File: src/core/occ_consts.vh
// Purpose: Constants for the output compare channel
// Assumes: Avalon-MM word addressing, 32-bit data
// Notes: Offsets are word indices
`ifndef OCC_CONSTS_VH
`define OCC_CONSTS_VH
`define OCC_ADDR_CTRL 3'h0
`define OCC_ADDR_PRI 3'h1
`define OCC_ADDR_SEC 3'h2
`define OCC_ADDR_STAT 3'h3
`define OCC_ADDR_MASK 3'h4
`define OCC_BIT_ON 15
`define OCC_BIT_STOP_IN_IDLE 13
`define OCC_BIT_WIDE 5
`define OCC_BIT_FLT 4
`define OCC_BIT_TSEL 3
`define OCC_MODE_MSB 2
`define OCC_NARROW_MSB 15
`define OCC_CTRL_WMASK 32'h0000_A02F
`define OCC_MODE_OFF 3'h0
`define OCC_MODE_HIGH 3'h1
`define OCC_MODE_LOW 3'h2
`define OCC_MODE_TOG 3'h3
`define OCC_MODE_ONE 3'h4
`define OCC_MODE_CONT 3'h5
`define OCC_MODE_PWMNF 3'h6
`define OCC_MODE_PWMF 3'h7
`define OCC_EV_MATCH 0
`define OCC_EV_FAULT 1
`define OCC_EV_PULSE 2
`define OCC_NEV 3
`endif

File: src/core/occ_output_compare.v
// Purpose: One output compare channel with an Avalon-MM register slave
// Assumes: Timebases and fault input synchronous to clk_sys
// Notes: Event status bits are write-one-to-clear, set wins over clear
// Summary of operation
// - Enable bit 15 set runs the channel; clear disables it.
// - Stop-in-idle bit 13 halts the channel while the processor idles.
// - Wide bit 5 picks 32-bit compare; clear compares low 16 bits.
// - Fault status bit 4 is set by hardware; software writes ignored.
// - Fault status reads zero unless mode is 111.
// - Timebase select bit 3: one picks timebase B, zero timebase A.
// - Mode 111 PWM honouring fault; mode 110 PWM ignoring fault.
// - Mode 101 starts low, then produces continuous pulses.
// - Mode 100 starts low, then produces exactly one pulse.
// - Mode 011 toggles the output on every compare event.
// - Mode 010 starts high, drives low on compare.
// - Mode 001 starts low, drives high on compare.
// - Mode 000 leaves compare inactive, no output action.
// - Control bits 31-16, 14, 12-6 read zero, writes ignored.
`timescale 1ns/1ps
`include "occ_consts.vh"

module occ_output_compare #(
  parameter CNT_W = 32
) (
  input wire clk_sys,
  input wire resetn,
  input wire [2:0] avsAddress,
  input wire avsRead,
  input wire avsWrite,
  input wire [31:0] avsWriteData,
  output reg [31:0] avsReadData,
  output reg avsWaitRequest,
  input wire [CNT_W-1:0] timebaseA,
  input wire [CNT_W-1:0] timebaseB,
  input wire cpuIdle,
  input wire faultIn,
  output reg compareOutputPin,
  output reg irq
);

  // Control and compare registers
  // Control word holds only the writable bits, the rest stay zero
  // Compare values keep all 32 bits even in narrow mode
  // Status and mask share one layout: match, fault, pulse done
  // Fault flag lives apart from the control word, hardware owns it
  // Pulse-done flag stops the single-pulse mode after one pulse
  // Previous mode and run state detect a fresh start of the channel
  reg [31:0] ctrl_ff;
  reg [31:0] priVal_ff;
  reg [31:0] secVal_ff;
  reg [`OCC_NEV-1:0] stat_ff;
  reg [`OCC_NEV-1:0] mask_ff;
  reg faultFlag_ff;
  reg pulseDone_ff;
  reg ackPend_ff;
  reg [2:0] prevMode_ff;
  reg prevRun_ff;
  reg [`OCC_NEV-1:0] nxt_stat;
  reg nxt_pin;
  reg nxt_faultFlag;
  reg nxt_pulseDone;
  reg [`OCC_NEV-1:0] events;
  reg [31:0] nxt_readData;

  wire [2:0] mode;
  wire chanOn;
  wire running;
  wire modeInit;
  reg [31:0] countSel;
  wire priMatch;
  wire secMatch;
  wire busAcc;
  wire wrStrobe;

  // Compare at 16 or 32 bits, shared by both compare values
  // Narrow mode ignores the upper half of both operands
  // Upper compare bits written in narrow mode stay unused
  function cmpEq;
    input [31:0] cnt;
    input [31:0] val;
    input wide;
    begin
      if (wide) begin
        cmpEq = (cnt == val);
      end else begin
        cmpEq = (cnt[`OCC_NARROW_MSB:0] == val[`OCC_NARROW_MSB:0]);
      end
    end
  endfunction

  // Mode field decoded straight from the control word
  assign mode = ctrl_ff[`OCC_MODE_MSB:0];
  assign chanOn = ctrl_ff[`OCC_BIT_ON];
  // Idle stop freezes everything downstream, output holds its level
  assign running = chanOn & ~(ctrl_ff[`OCC_BIT_STOP_IN_IDLE] & cpuIdle);
  // Fresh mode or fresh start applies the initial pin level
  // A mode change while running restarts the chosen mode cleanly
  // Resuming from idle keeps the level, see the history update below
  assign modeInit = running & (~prevRun_ff | (prevMode_ff != mode));
  // Narrower timebase ports are zero-extended
  // Upper bits stay zero so narrow counters never match wide values
  always @* begin
    countSel = 32'h0000_0000;
    if (ctrl_ff[`OCC_BIT_TSEL]) begin
      countSel[CNT_W-1:0] = timebaseB;
    end else begin
      countSel[CNT_W-1:0] = timebaseA;
    end
  end
  // Matches only count while the channel runs in an active mode
  assign priMatch = running & (mode != `OCC_MODE_OFF) &
    cmpEq(countSel, priVal_ff, ctrl_ff[`OCC_BIT_WIDE]);
  assign secMatch = running & (mode != `OCC_MODE_OFF) &
    cmpEq(countSel, secVal_ff, ctrl_ff[`OCC_BIT_WIDE]);
  // One wait cycle per access keeps the slave a simple registered answer
  // Edge N takes the request, waitrequest drops for the next cycle
  // Edge N+1 is where the master sees the answer and a write lands
  // Pending flag blocks a second take of the same held request
  // Costs one cycle per access but keeps every answer registered
  assign busAcc = (avsRead | avsWrite) & ~ackPend_ff;
  assign wrStrobe = avsWrite & ackPend_ff;

  // Output pin behaviour per mode
  // Priority: disable forces low, idle stop freezes, then the mode
  // Initial levels win over a match in the same cycle
  // Pulse modes: secondary ends a pulse, primary starts one
  // Match events are raised in every active mode, for the status word
  always @* begin
    nxt_pin = compareOutputPin;
    nxt_faultFlag = faultFlag_ff;
    nxt_pulseDone = pulseDone_ff;
    events = {`OCC_NEV{1'b0}};
    if (!chanOn) begin
      nxt_pin = 1'b0;
      nxt_pulseDone = 1'b0;
    end else if (running) begin
      if (priMatch) begin
        events[`OCC_EV_MATCH] = 1'b1;
      end
      case (mode)
        `OCC_MODE_OFF: begin
          nxt_pin = compareOutputPin;
        end
        `OCC_MODE_HIGH: begin
          if (modeInit) begin
            nxt_pin = 1'b0;
          end else if (priMatch) begin
            nxt_pin = 1'b1;
          end
        end
        `OCC_MODE_LOW: begin
          if (modeInit) begin
            nxt_pin = 1'b1;
          end else if (priMatch) begin
            nxt_pin = 1'b0;
          end
        end
        `OCC_MODE_TOG: begin
          if (priMatch) begin
            nxt_pin = ~compareOutputPin;
          end
        end
        `OCC_MODE_ONE: begin
          if (modeInit) begin
            nxt_pin = 1'b0;
            nxt_pulseDone = 1'b0;
          end else if (!pulseDone_ff) begin
            if (compareOutputPin && secMatch) begin
              nxt_pin = 1'b0;
              nxt_pulseDone = 1'b1;
              events[`OCC_EV_PULSE] = 1'b1;
            end else if (!compareOutputPin && priMatch) begin
              nxt_pin = 1'b1;
            end
          end
        end
        `OCC_MODE_CONT: begin
          if (modeInit) begin
            nxt_pin = 1'b0;
          end else if (compareOutputPin && secMatch) begin
            nxt_pin = 1'b0;
            events[`OCC_EV_PULSE] = 1'b1;
          end else if (!compareOutputPin && priMatch) begin
            nxt_pin = 1'b1;
          end
        end
        `OCC_MODE_PWMNF,
        `OCC_MODE_PWMF: begin
          // Fault latches the pin low until the mode leaves 111
          // Secondary wins a tie so equal values give a flat low output
          // Fault event fires once, on entry into the latched state
          if (mode == `OCC_MODE_PWMF && (faultIn || faultFlag_ff)) begin
            nxt_pin = 1'b0;
            if (!faultFlag_ff) begin
              events[`OCC_EV_FAULT] = 1'b1;
            end
            nxt_faultFlag = 1'b1;
          end else if (secMatch) begin
            nxt_pin = 1'b0;
          end else if (priMatch) begin
            nxt_pin = 1'b1;
          end
        end
        default: begin
          nxt_pin = compareOutputPin;
        end
      endcase
    end
    // Hardware-only clear: leaving fault mode drops the flag
    // Software cannot reach the flag, its control bit is masked off
    if (mode != `OCC_MODE_PWMF) begin
      nxt_faultFlag = 1'b0;
    end
  end

  // Sticky status, set wins over write-one clear
  // Clear applies only on the edge where the write lands
  // An event in that same cycle survives, so none is lost
  always @* begin
    nxt_stat = stat_ff;
    if (wrStrobe && avsAddress == `OCC_ADDR_STAT) begin
      nxt_stat = stat_ff & ~avsWriteData[`OCC_NEV-1:0];
    end
    nxt_stat = nxt_stat | events;
  end

  // Read multiplexer, unmapped addresses read zero
  // Sampled on the taking edge, held until the next read
  // Fault bit is overlaid so it reads zero outside mode 111
  always @* begin
    nxt_readData = 32'h0000_0000;
    case (avsAddress)
      `OCC_ADDR_CTRL: begin
        nxt_readData = ctrl_ff;
        nxt_readData[`OCC_BIT_FLT] = faultFlag_ff &
          (mode == `OCC_MODE_PWMF);
      end
      `OCC_ADDR_PRI: begin
        nxt_readData = priVal_ff;
      end
      `OCC_ADDR_SEC: begin
        nxt_readData = secVal_ff;
      end
      `OCC_ADDR_STAT: begin
        nxt_readData[`OCC_NEV-1:0] = stat_ff;
      end
      `OCC_ADDR_MASK: begin
        nxt_readData[`OCC_NEV-1:0] = mask_ff;
      end
      default: begin
        nxt_readData = 32'h0000_0000;
      end
    endcase
  end

  // Register writes and bus handshake
  // Waitrequest rests high so an early request simply waits
  // Writes to status are handled with the sticky bits
  always @(posedge clk_sys or negedge resetn) begin
    if (!resetn) begin
      ctrl_ff <= 32'h0000_0000;
      priVal_ff <= 32'h0000_0000;
      secVal_ff <= 32'h0000_0000;
      mask_ff <= {`OCC_NEV{1'b0}};
      ackPend_ff <= 1'b0;
      avsWaitRequest <= 1'b1;
      avsReadData <= 32'h0000_0000;
    end else begin
      ackPend_ff <= busAcc;
      avsWaitRequest <= ~busAcc;
      if (busAcc && avsRead) begin
        avsReadData <= nxt_readData;
      end
      if (wrStrobe) begin
        case (avsAddress)
          `OCC_ADDR_CTRL: begin
            // Status and unimplemented bits are not writable
            ctrl_ff <= avsWriteData & `OCC_CTRL_WMASK;
          end
          `OCC_ADDR_PRI: begin
            priVal_ff <= avsWriteData;
          end
          `OCC_ADDR_SEC: begin
            secVal_ff <= avsWriteData;
          end
          `OCC_ADDR_MASK: begin
            mask_ff <= avsWriteData[`OCC_NEV-1:0];
          end
          default: begin
            mask_ff <= mask_ff;
          end
        endcase
      end
    end
  end

  // Channel state, pin and interrupt
  // Interrupt follows the next status value, same edge as status
  // Mask changes take effect one edge after the write lands
  always @(posedge clk_sys or negedge resetn) begin
    if (!resetn) begin
      compareOutputPin <= 1'b0;
      faultFlag_ff <= 1'b0;
      pulseDone_ff <= 1'b0;
      prevMode_ff <= `OCC_MODE_OFF;
      prevRun_ff <= 1'b0;
      stat_ff <= {`OCC_NEV{1'b0}};
      irq <= 1'b0;
    end else begin
      compareOutputPin <= nxt_pin;
      faultFlag_ff <= nxt_faultFlag;
      pulseDone_ff <= nxt_pulseDone;
      // Idle keeps history so a resume is not a fresh init
      if (running || !chanOn) begin
        prevMode_ff <= mode;
        prevRun_ff <= running;
      end
      stat_ff <= nxt_stat;
      irq <= |(nxt_stat & mask_ff);
    end
  end

endmodule // occ_output_compare

File: config.mk
export PLATFORM = sky130hd
export DESIGN_NAME = occ_output_compare
export DESIGN_NICKNAME = d
export VERILOG_FILES = /design/src/core/occ_output_compare.v
export VERILOG_INCLUDE_DIRS = /design/src /design/src/core
export SDC_FILE = /design/constraint.sdc
export NUM_CORES = 1
export LEC_CHECK = 0
export ABC_AREA = 1
export BUFFER_PORTS_ARGS = -buffer_cell sky130_fd_sc_hd__buf_4
export CORE_MARGIN = 10
export CORE_UTILIZATION = 55
export CTS_CLUSTER_SIZE = 25
export DETAILED_ROUTE_END_ITERATION = 7
export PLACE_DENSITY_LB_ADDON = 0.05
export SYNTH_ARGS = -nofsm -noshare
export SYNTH_HDL_FRONTEND = slang
export SYNTH_SLANG_ARGS = --single-unit
File: constraint.sdc
create_clock -name clk_sys -period 2.3 [get_ports clk_sys]
set_clock_uncertainty 0.05 [all_clocks]
set_input_delay 0.345 -clock clk_sys [delete_from_list [all_inputs] [get_ports clk_sys]]
set_output_delay 0.345 -clock clk_sys [all_outputs]
set_load 0.01 [all_outputs]
==> flow_summary.json, run 1 <==
{
  "status": "finished, final reports clean",
  "ys_ff_latch": 119,
  "antenna_found_initial": 0,
  "netlist_instances": 951,
  "layout_commonest_cell": "nand2_1",
  "critical_path_peak_fanout": 9,
  "swShare_pct": 34.3,
  "syn_nets": 1056,
  "core-area_mm2": 0.0121,
  "synth_area_mm2": 0.00684,
  "synth.yosys.seq_area_share_pct": 43.6,
  "fin_tns_setup_ns": 0,
  "critPathLaunchType": "flip-flop",
  "min_period_over_period_pct": 94.1,
  "p_total_mw": 7.81,
  "p_seq_share_pct": 37.3,
  "multiInputGateArea_mm2": 0.00317,
  "dpl-instance-area_mm2": 0.00814,
  "drt_iter0_drc": 549,
  "leakage_nw": 4.77,
  "area_delta_synth_final_pct": 27.6,
  "min_from": "avsRead",
  "path_buf_inv": 2,
  "hold_viol": 0,
  "cts.clk_slew.worst_paths_ns": 0.06,
  "tightestPinTransition_ns": 0.665,
  "ff_latch_area_mm2": 0.00298,
  "grt_max_degree": 65,
  "cts_root_buffer": "clkbuf_16",
  "finalNetCount": 1207,
  "hold_path.class": "input pin to flip-flop",
  "yosys_warnings": 0,
  "tritoncts": "done",
  "diodes": 0,
  "post-cts-setup-buffers": 0,
  "drc": 0,
  "clockBufferDepth": 2,
  "routed_wl_um": 20200,
  "portBuffers": 139,
  "dp_hpwl_um": 14800,
  "path_class": "flip-flop to flip-flop",
  "utilization_pct": 72.1,
  "initial_core_util_pct": 56.5,
  "cp_common_cell": "nand2_1",
  "first_pass_iters": 5,
  "mostFrequentLayoutCells": "nand2_1 (338), buf_4 (156), inv_1 (140)",
  "final_layout_size_suffix_gt1_share_pct": 22.1,
  "vias": 6678,
  "rows": 40,
  "cp_data_required_time_ns": 2.61,
  "clk_latency_ns": 0.42,
  "fmax_mhz": 462,
  "fill_cells": 1017,
  "cpPeakStageDelay_ns": 0.46,
  "die-area_mm2": 0.0173,
  "num_io_pins": 140,
  "power.share.clock_pct": 32.3,
  "rsz0062_at_grt": "true",
  "track_usage_pct": 23.2,
  "timing.max_cap.violations": 0,
  "ant_nets": 0,
  "slew_headroom_pct": 55.7,
  "dieWidth_um": 132,
  "path_cells": "inv_6, buf_4, nand2_1, nand2_2, xor2_1, o21ai_1, nor2_1, nand2_1, nor2_2, nand2_2, nand2_1, nand2_1, nand2_1, nand2_1, nor2_2, nand2_1, nand2_1",
  "critPathArrivalTime_ns": 2.48,
  "gp_congestion": 0.933,
  "slew_violations": 0,
  "design_area_mm2": 0.00873,
  "holdWs_ns": 0.139,
  "setup_viol": 0,
  "layout_min_cycle_time_ns": 2.16,
  "ir_worst_vdd_v": 0.000629,
  "grt_first_pass_wirelength_um": 33100,
  "grt_overflow": 0,
  "vias_per_cell": 5.20,
  "h-tree-depth": 4,
  "grt_pass1_vias": 6643,
  "cts_sinks": 119,
  "cp-end-kind": "flip-flop",
  "r2r-start": "ctrl_ff[3]",
  "synth_area_per_cell_um2": 7.19,
  "critical_path.slowest_cell": "dfrtp_2",
  "p_int_mw": 5.13,
  "wire_per_inst_um": 15.8,
  "pwr-share-comb_pct": 30.5,
  "cp_top_family": "simple AND/OR/NAND/NOR gates",
  "p_switching_mw": 2.68,
  "worstSetupStartpoint": "ctrl_ff[3]",
  "die_h_um": 132,
  "cts_buffers": 17,
  "synth_cell_types": 33,
  "power_density_mw_per_mm2": 894
}
## tightest hold or removal path, stage by stage
cell and delay [ns]:
buf_4 0.08, nor2_1 0.03, nor2_1 0.10
## power groups by stage
stage	Sequential, mW	Clock, mW	Combinational [mW]
finish	2.91	2.52	2.38
global route	2.96	2.63	2.71
CTS	2.89	2.54	2.36
detailed placement	2.92	0	2.33
global placement	2.92	0	2.29
floorplan	2.87	0	1.59
## metrics by stage
step,setup slack (ns),std cells
after floorplan,0.526,951
after global placement,0.160,1250
after detailed placement,0.108,1250
after CTS,0.0894,1283
after global routing,-0.0190,1283
final,0.136,1283
## Yosys cell counts (all sizes together)
library cell	number	area share (%)
a2111oi	1	0.13
a21oi	9	0.66
a221oi	2	0.26
a22o	1	0.13
buf	11	1.6
clkbuf	20	1.1
dfrtp	118	43
dfstp	1	0.38
inv	141	7.7
mux2	30	4.9
nand2	353	20
nand3	59	4.4
nand4	3	0.27
nor2	57	3.2
nor3	7	0.51
o2111ai	1	0.13
o211ai	1	0.11
o21ai	96	7.2
o221ai	4	0.51
o22ai	28	2.6
or2	1	0.092
xnor2	2	0.26
xor2	5	0.64
## sequential cells by signal, summed over array words and instances (netlist names)
name / flops
ackPend_ff: 1
irq: 1
mask_ff: 3
priVal_ff: 32
avsReadData: 32
avsWaitRequest: 1
faultFlag_ff: 1
stat_ff: 3
secVal_ff: 32
compareOutputPin: 1
pulseDone_ff: 1
prevMode_ff: 3
prevRun_ff: 1
ctrl_ff: 7
## logic make-up after synthesis
group	after synthesis	share of synthesized area (%)
xor+xnor	7	0.896
compound gates	143	11.7
mux	30	4.94
simple gates	480	28.5
flops	119	43.6
buf+inv	172	10.5
## layer usage
layer  vias to the layer above  global-route usage, %  part of all wire, %
li1                       3312                      -                    -
met1                      3067                   31.4                   46
met2                       271                   35.0                   45
met3                        28                   6.48                  7.4
met4                         0                   7.66                  1.6
met5                         -                      0                    0
## path summary, 6_finish.rpt
| check | end | slack [ns] | cells after the start |
|---|---|---|---|
| max in group asynchronous | avsReadData[9] | 1.23 | 3 |
| min in group asynchronous | secVal_ff[27] | 0.35 | 2 |
| worst min register to register | ackPend_ff | 0.39 | 1 |
| worst min-delay path | ackPend_ff | 0.14 | 3 |
| worst max register to register | compareOutputPin | 0.14 | 17 |
| worst max-delay path | compareOutputPin | 0.14 | 17 |
## final cells by class
type	count	share of cell area (%)
Clock inverter	3	0.459
Inverter	141	6.12
Timing Repair Buffer	163	14.7
Clock buffer	29	5.85
Multi-Input combinational cell	660	36.3
Sequential cell	119	34.1
Tap cell	168	2.41
## repair_timing
action / 4_1_cts / 5_1_grt
resized for setup: 0 / 8
endpoints found under the hold margin: 28 / 0
hold buffers: 1 / 0
endpoints found under the setup margin: 0 / 4
Note: power is estimated with default switching activity, not from simulation.
==> run 2: changes to the inputs <==
Settings changed: ABC_AREA 1 to unset.
==> run 2 against run 1 <==
Effect of this change: the run now ends with setup timing left; synthesized cell count down 42%; clock power up 7%; global-route usage down 0.19 points; combinational power down 2%; utilization up 4.0 points; non-clock buffer count up 5; critical path depth down 9; count of clock-buffer cells in the layout down 12; via count down 24%; critical endpoint unchanged.
==> flow_summary.json, run 2 <==
{
  "cpPeakStageDelay_ns": 0.40,
  "grt_overflow": 0,
  "synth_cell_types": 47,
  "synth-compound-area-share_pct": 10.4,
  "min_path_cells": 2,
  "antenna_found_initial": 0,
  "ys.flop_type": "dfrtp_1",
  "synth-simple-area-share_pct": 8.64,
  "fill_cells": 741,
  "critical_path_peak_fanout": 16,
  "mostFrequentLayoutCells": "buf_4 (161), dfrtp_1 (117), mux2_2 (74)",
  "portBuffers": 139,
  "h-tree-depth": 4,
  "ant_nets": 0,
  "critPathArrivalTime_ns": 2.60,
  "worstSetupStartpoint": "ctrl_ff[3]",
  "setup_viol": 2,
  "design_area_mm2": 0.00832,
  "vias": 5066,
  "cts_buffers": 17,
  "path_buf_inv": 1,
  "tritoncts": "done",
  "utilization_pct": 76.1,
  "synth_area_per_cell_um2": 11.2,
  "die_h_um": 126,
  "timing.max_cap.violations": 0,
  "diodes": 0,
  "status": "finished, violations left",
  "top_regs": "avsReadData: 32 flops, priVal_ff: 32 flops, secVal_ff: 32 flops",
  "ys_top_cells_by_count": "dfrtp_1 (118), mux2_2 (74), xnor2_1 (60)",
  "path_cells": "buf_12, mux2i_2, xnor2_1, nor4_2, nand4_1, a211oi_4, o21ai_1, o2bb2ai_1",
  "min_from": "avsWriteData[19]",
  "cts_sinks": 119,
  "cp_top_family": "compound AO/OA/AOI/OAI gates",
  "clk_latency_ns": 0.42,
  "cts_root_buffer": "clkbuf_16",
  "min_to": "priVal_ff[19]",
  "die-area_mm2": 0.0160,
  "yosys_warnings": 0,
  "synth_top_cell_by_area": "dfrtp_1",
  "area_delta_synth_final_pct": 33.8,
  "slew_headroom_pct": 54.8,
  "synthTopCellsByArea": "dfrtp_1 (48%), mux2_2 (13%), xnor2_1 (8.5%), mux2i_1 (4.3%), a22oi_1 (3.1%)",
  "ff2ff_path_depth": 8,
  "path_class": "flip-flop to flip-flop",
  "cts.clk_slew.worst_paths_ns": 0.06,
  "p_total_mw": 8.11,
  "clockBufferDepth": 2,
  "slew_violations": 0,
  "critical_path.slowest_cell": "dfrtp_2",
  "critPathLaunchType": "flip-flop",
  "r2r_end": "compareOutputPin",
  "ys_async_sr_fraction_pct": 100,
  "path_depth": 8,
  "grt_max_degree": 39,
  "cp-end-kind": "flip-flop",
  "ys_ff_latch": 119,
  "initial_core_util_pct": 56.8,
  "synth_area_mm2": 0.00622,
  "layout_min_cycle_time_ns": 2.34,
  "synth_xor_xnor_area_share_pct": 9.44,
  "synth_top_family_by_area": "multiplexers",
  "hold_path.class": "input pin to flip-flop",
  "synthMuxAreaShare_pct": 20.6,
  "grt_first_pass_wirelength_um": 29300,
  "synth-edff-count": 0,
  "netlist_instances": 554,
  "tightestPinTransition_ns": 0.672,
  "layout_commonest_cell": "buf_4",
  "num_io_pins": 140,
  "vias_per_cell": 5.87,
  "power_density_mw_per_mm2": 975,
  "hold_viol": 0,
  "synthAdderAreaFrac_pct": 0,
  "netlist.area_leader.share_pct": 47.5,
  "gp_congestion": 0.907,
  "synth_most_common_cell": "dfrtp_1",
  "fin_tns_setup_ns": -0.0516,
  "finalNetCount": 815,
  "violations": "setup timing",
  "rrSetupSlack_ns": -0.04,
  "first_pass_iters": 5,
  "synth.yosys.seq_area_share_pct": 47.9,
  "drc": 0,
  "drt_iter0_drc": 517,
  "post-place-ws_ns": -0.0416,
  "leakage_nw": 3.65,
  "min_period_over_period_pct": 102,
  "grt_pass1_vias": 5418,
  "dpl-instance-area_mm2": 0.00757,
  "track_usage_pct": 23.0,
  "timing.final.ws_setup_ns": -0.0448,
  "dieWidth_um": 126,
  "cp_data_required_time_ns": 2.55,
  "core-area_mm2": 0.0109,
  "wire_per_inst_um": 21.4,
  "ir_worst_vdd_v": 0.000915,
  "routed_wl_um": 18500,
  "final_layout_size_suffix_gt1_share_pct": 42.9,
  "rows": 38,
  "fmax_mhz": 426,
  "syn_nets": 659,
  "r2r-start": "ctrl_ff[3]",
  "rsz0062_at_grt": "true",
  "dp_hpwl_um": 13600
}
-- run 2: changes by cell type in the layout (fill, tap and decap cells not counted), sizes merged, moves of 44 or more --
cell | previous run | this run
nand2 | 353 | 48
mux2 | 30 | 74
o21ai | 96 | 41
inv | 141 | 10
nand3 | 59 | 5
xnor2 | 2 | 60
-- run 2: cell families after synthesis --
kind of cell / count (synthesis)
buffers and inverters: 39
muxes: 113
AOI/OAI and AO/OA: 101
DFF: 119
and+or+nand+nor: 115
xor gates and xnor gates: 67
-- run 2: timing repair --
action	in CTS	in global routing
pin swaps	1	5
hold buffers	1	0
setup endpoints to repair	2	5
gates resized for setup	7	14
hold endpoints to repair	28	0
buffers inserted	1	0
-- run 2: stage by stage --
stage,hold WS (ns),std cells
after CTS,0.104,863
final,0.111,863
after global placement,0.271,829
after floorplan,-0.000591,554
after detailed placement,0.269,829
after global routing,0.108,863
-- run 2: layer usage --
layer | routed length, um | GRT usage (%)
met3 | 1180 | 5.79
met4 | 262 | 7.43
met2 | 8790 | 36.4
met1 | 8240 | 30.4
met5 | 0 | 0
-- run 2: worst max path at each step --
stage	endpoint	slack, ns
final	compareOutputPin	-0.04
after global routing	compareOutputPin	-0.14
after CTS	compareOutputPin	-0.02
after detailed placement	compareOutputPin	-0.04
after global placement	compareOutputPin	0.02
after floorplan	secVal_ff[10]	0.24
-- run 2: layout make-up --
class	count	area [um^2]	share of cell area [%]
Clock buffer	17	425	5.11
Clock inverter	15	179	2.15
Inverter	8	30.0	0.361
Multi-Input combinational cell	396	3190	38.3
Sequential cell	119	2980	35.8
Tap cell	140	175	2.11
Timing Repair Buffer	168	1340	16.1
-- run 2: power by group --
group	internal, mW	switching, mW	leakage, nW
Combinational	1.27	1.07	1.83
Sequential	2.56	0.509	1.52
Clock	1.71	0.991	0.297
Total	5.54	2.57	3.65
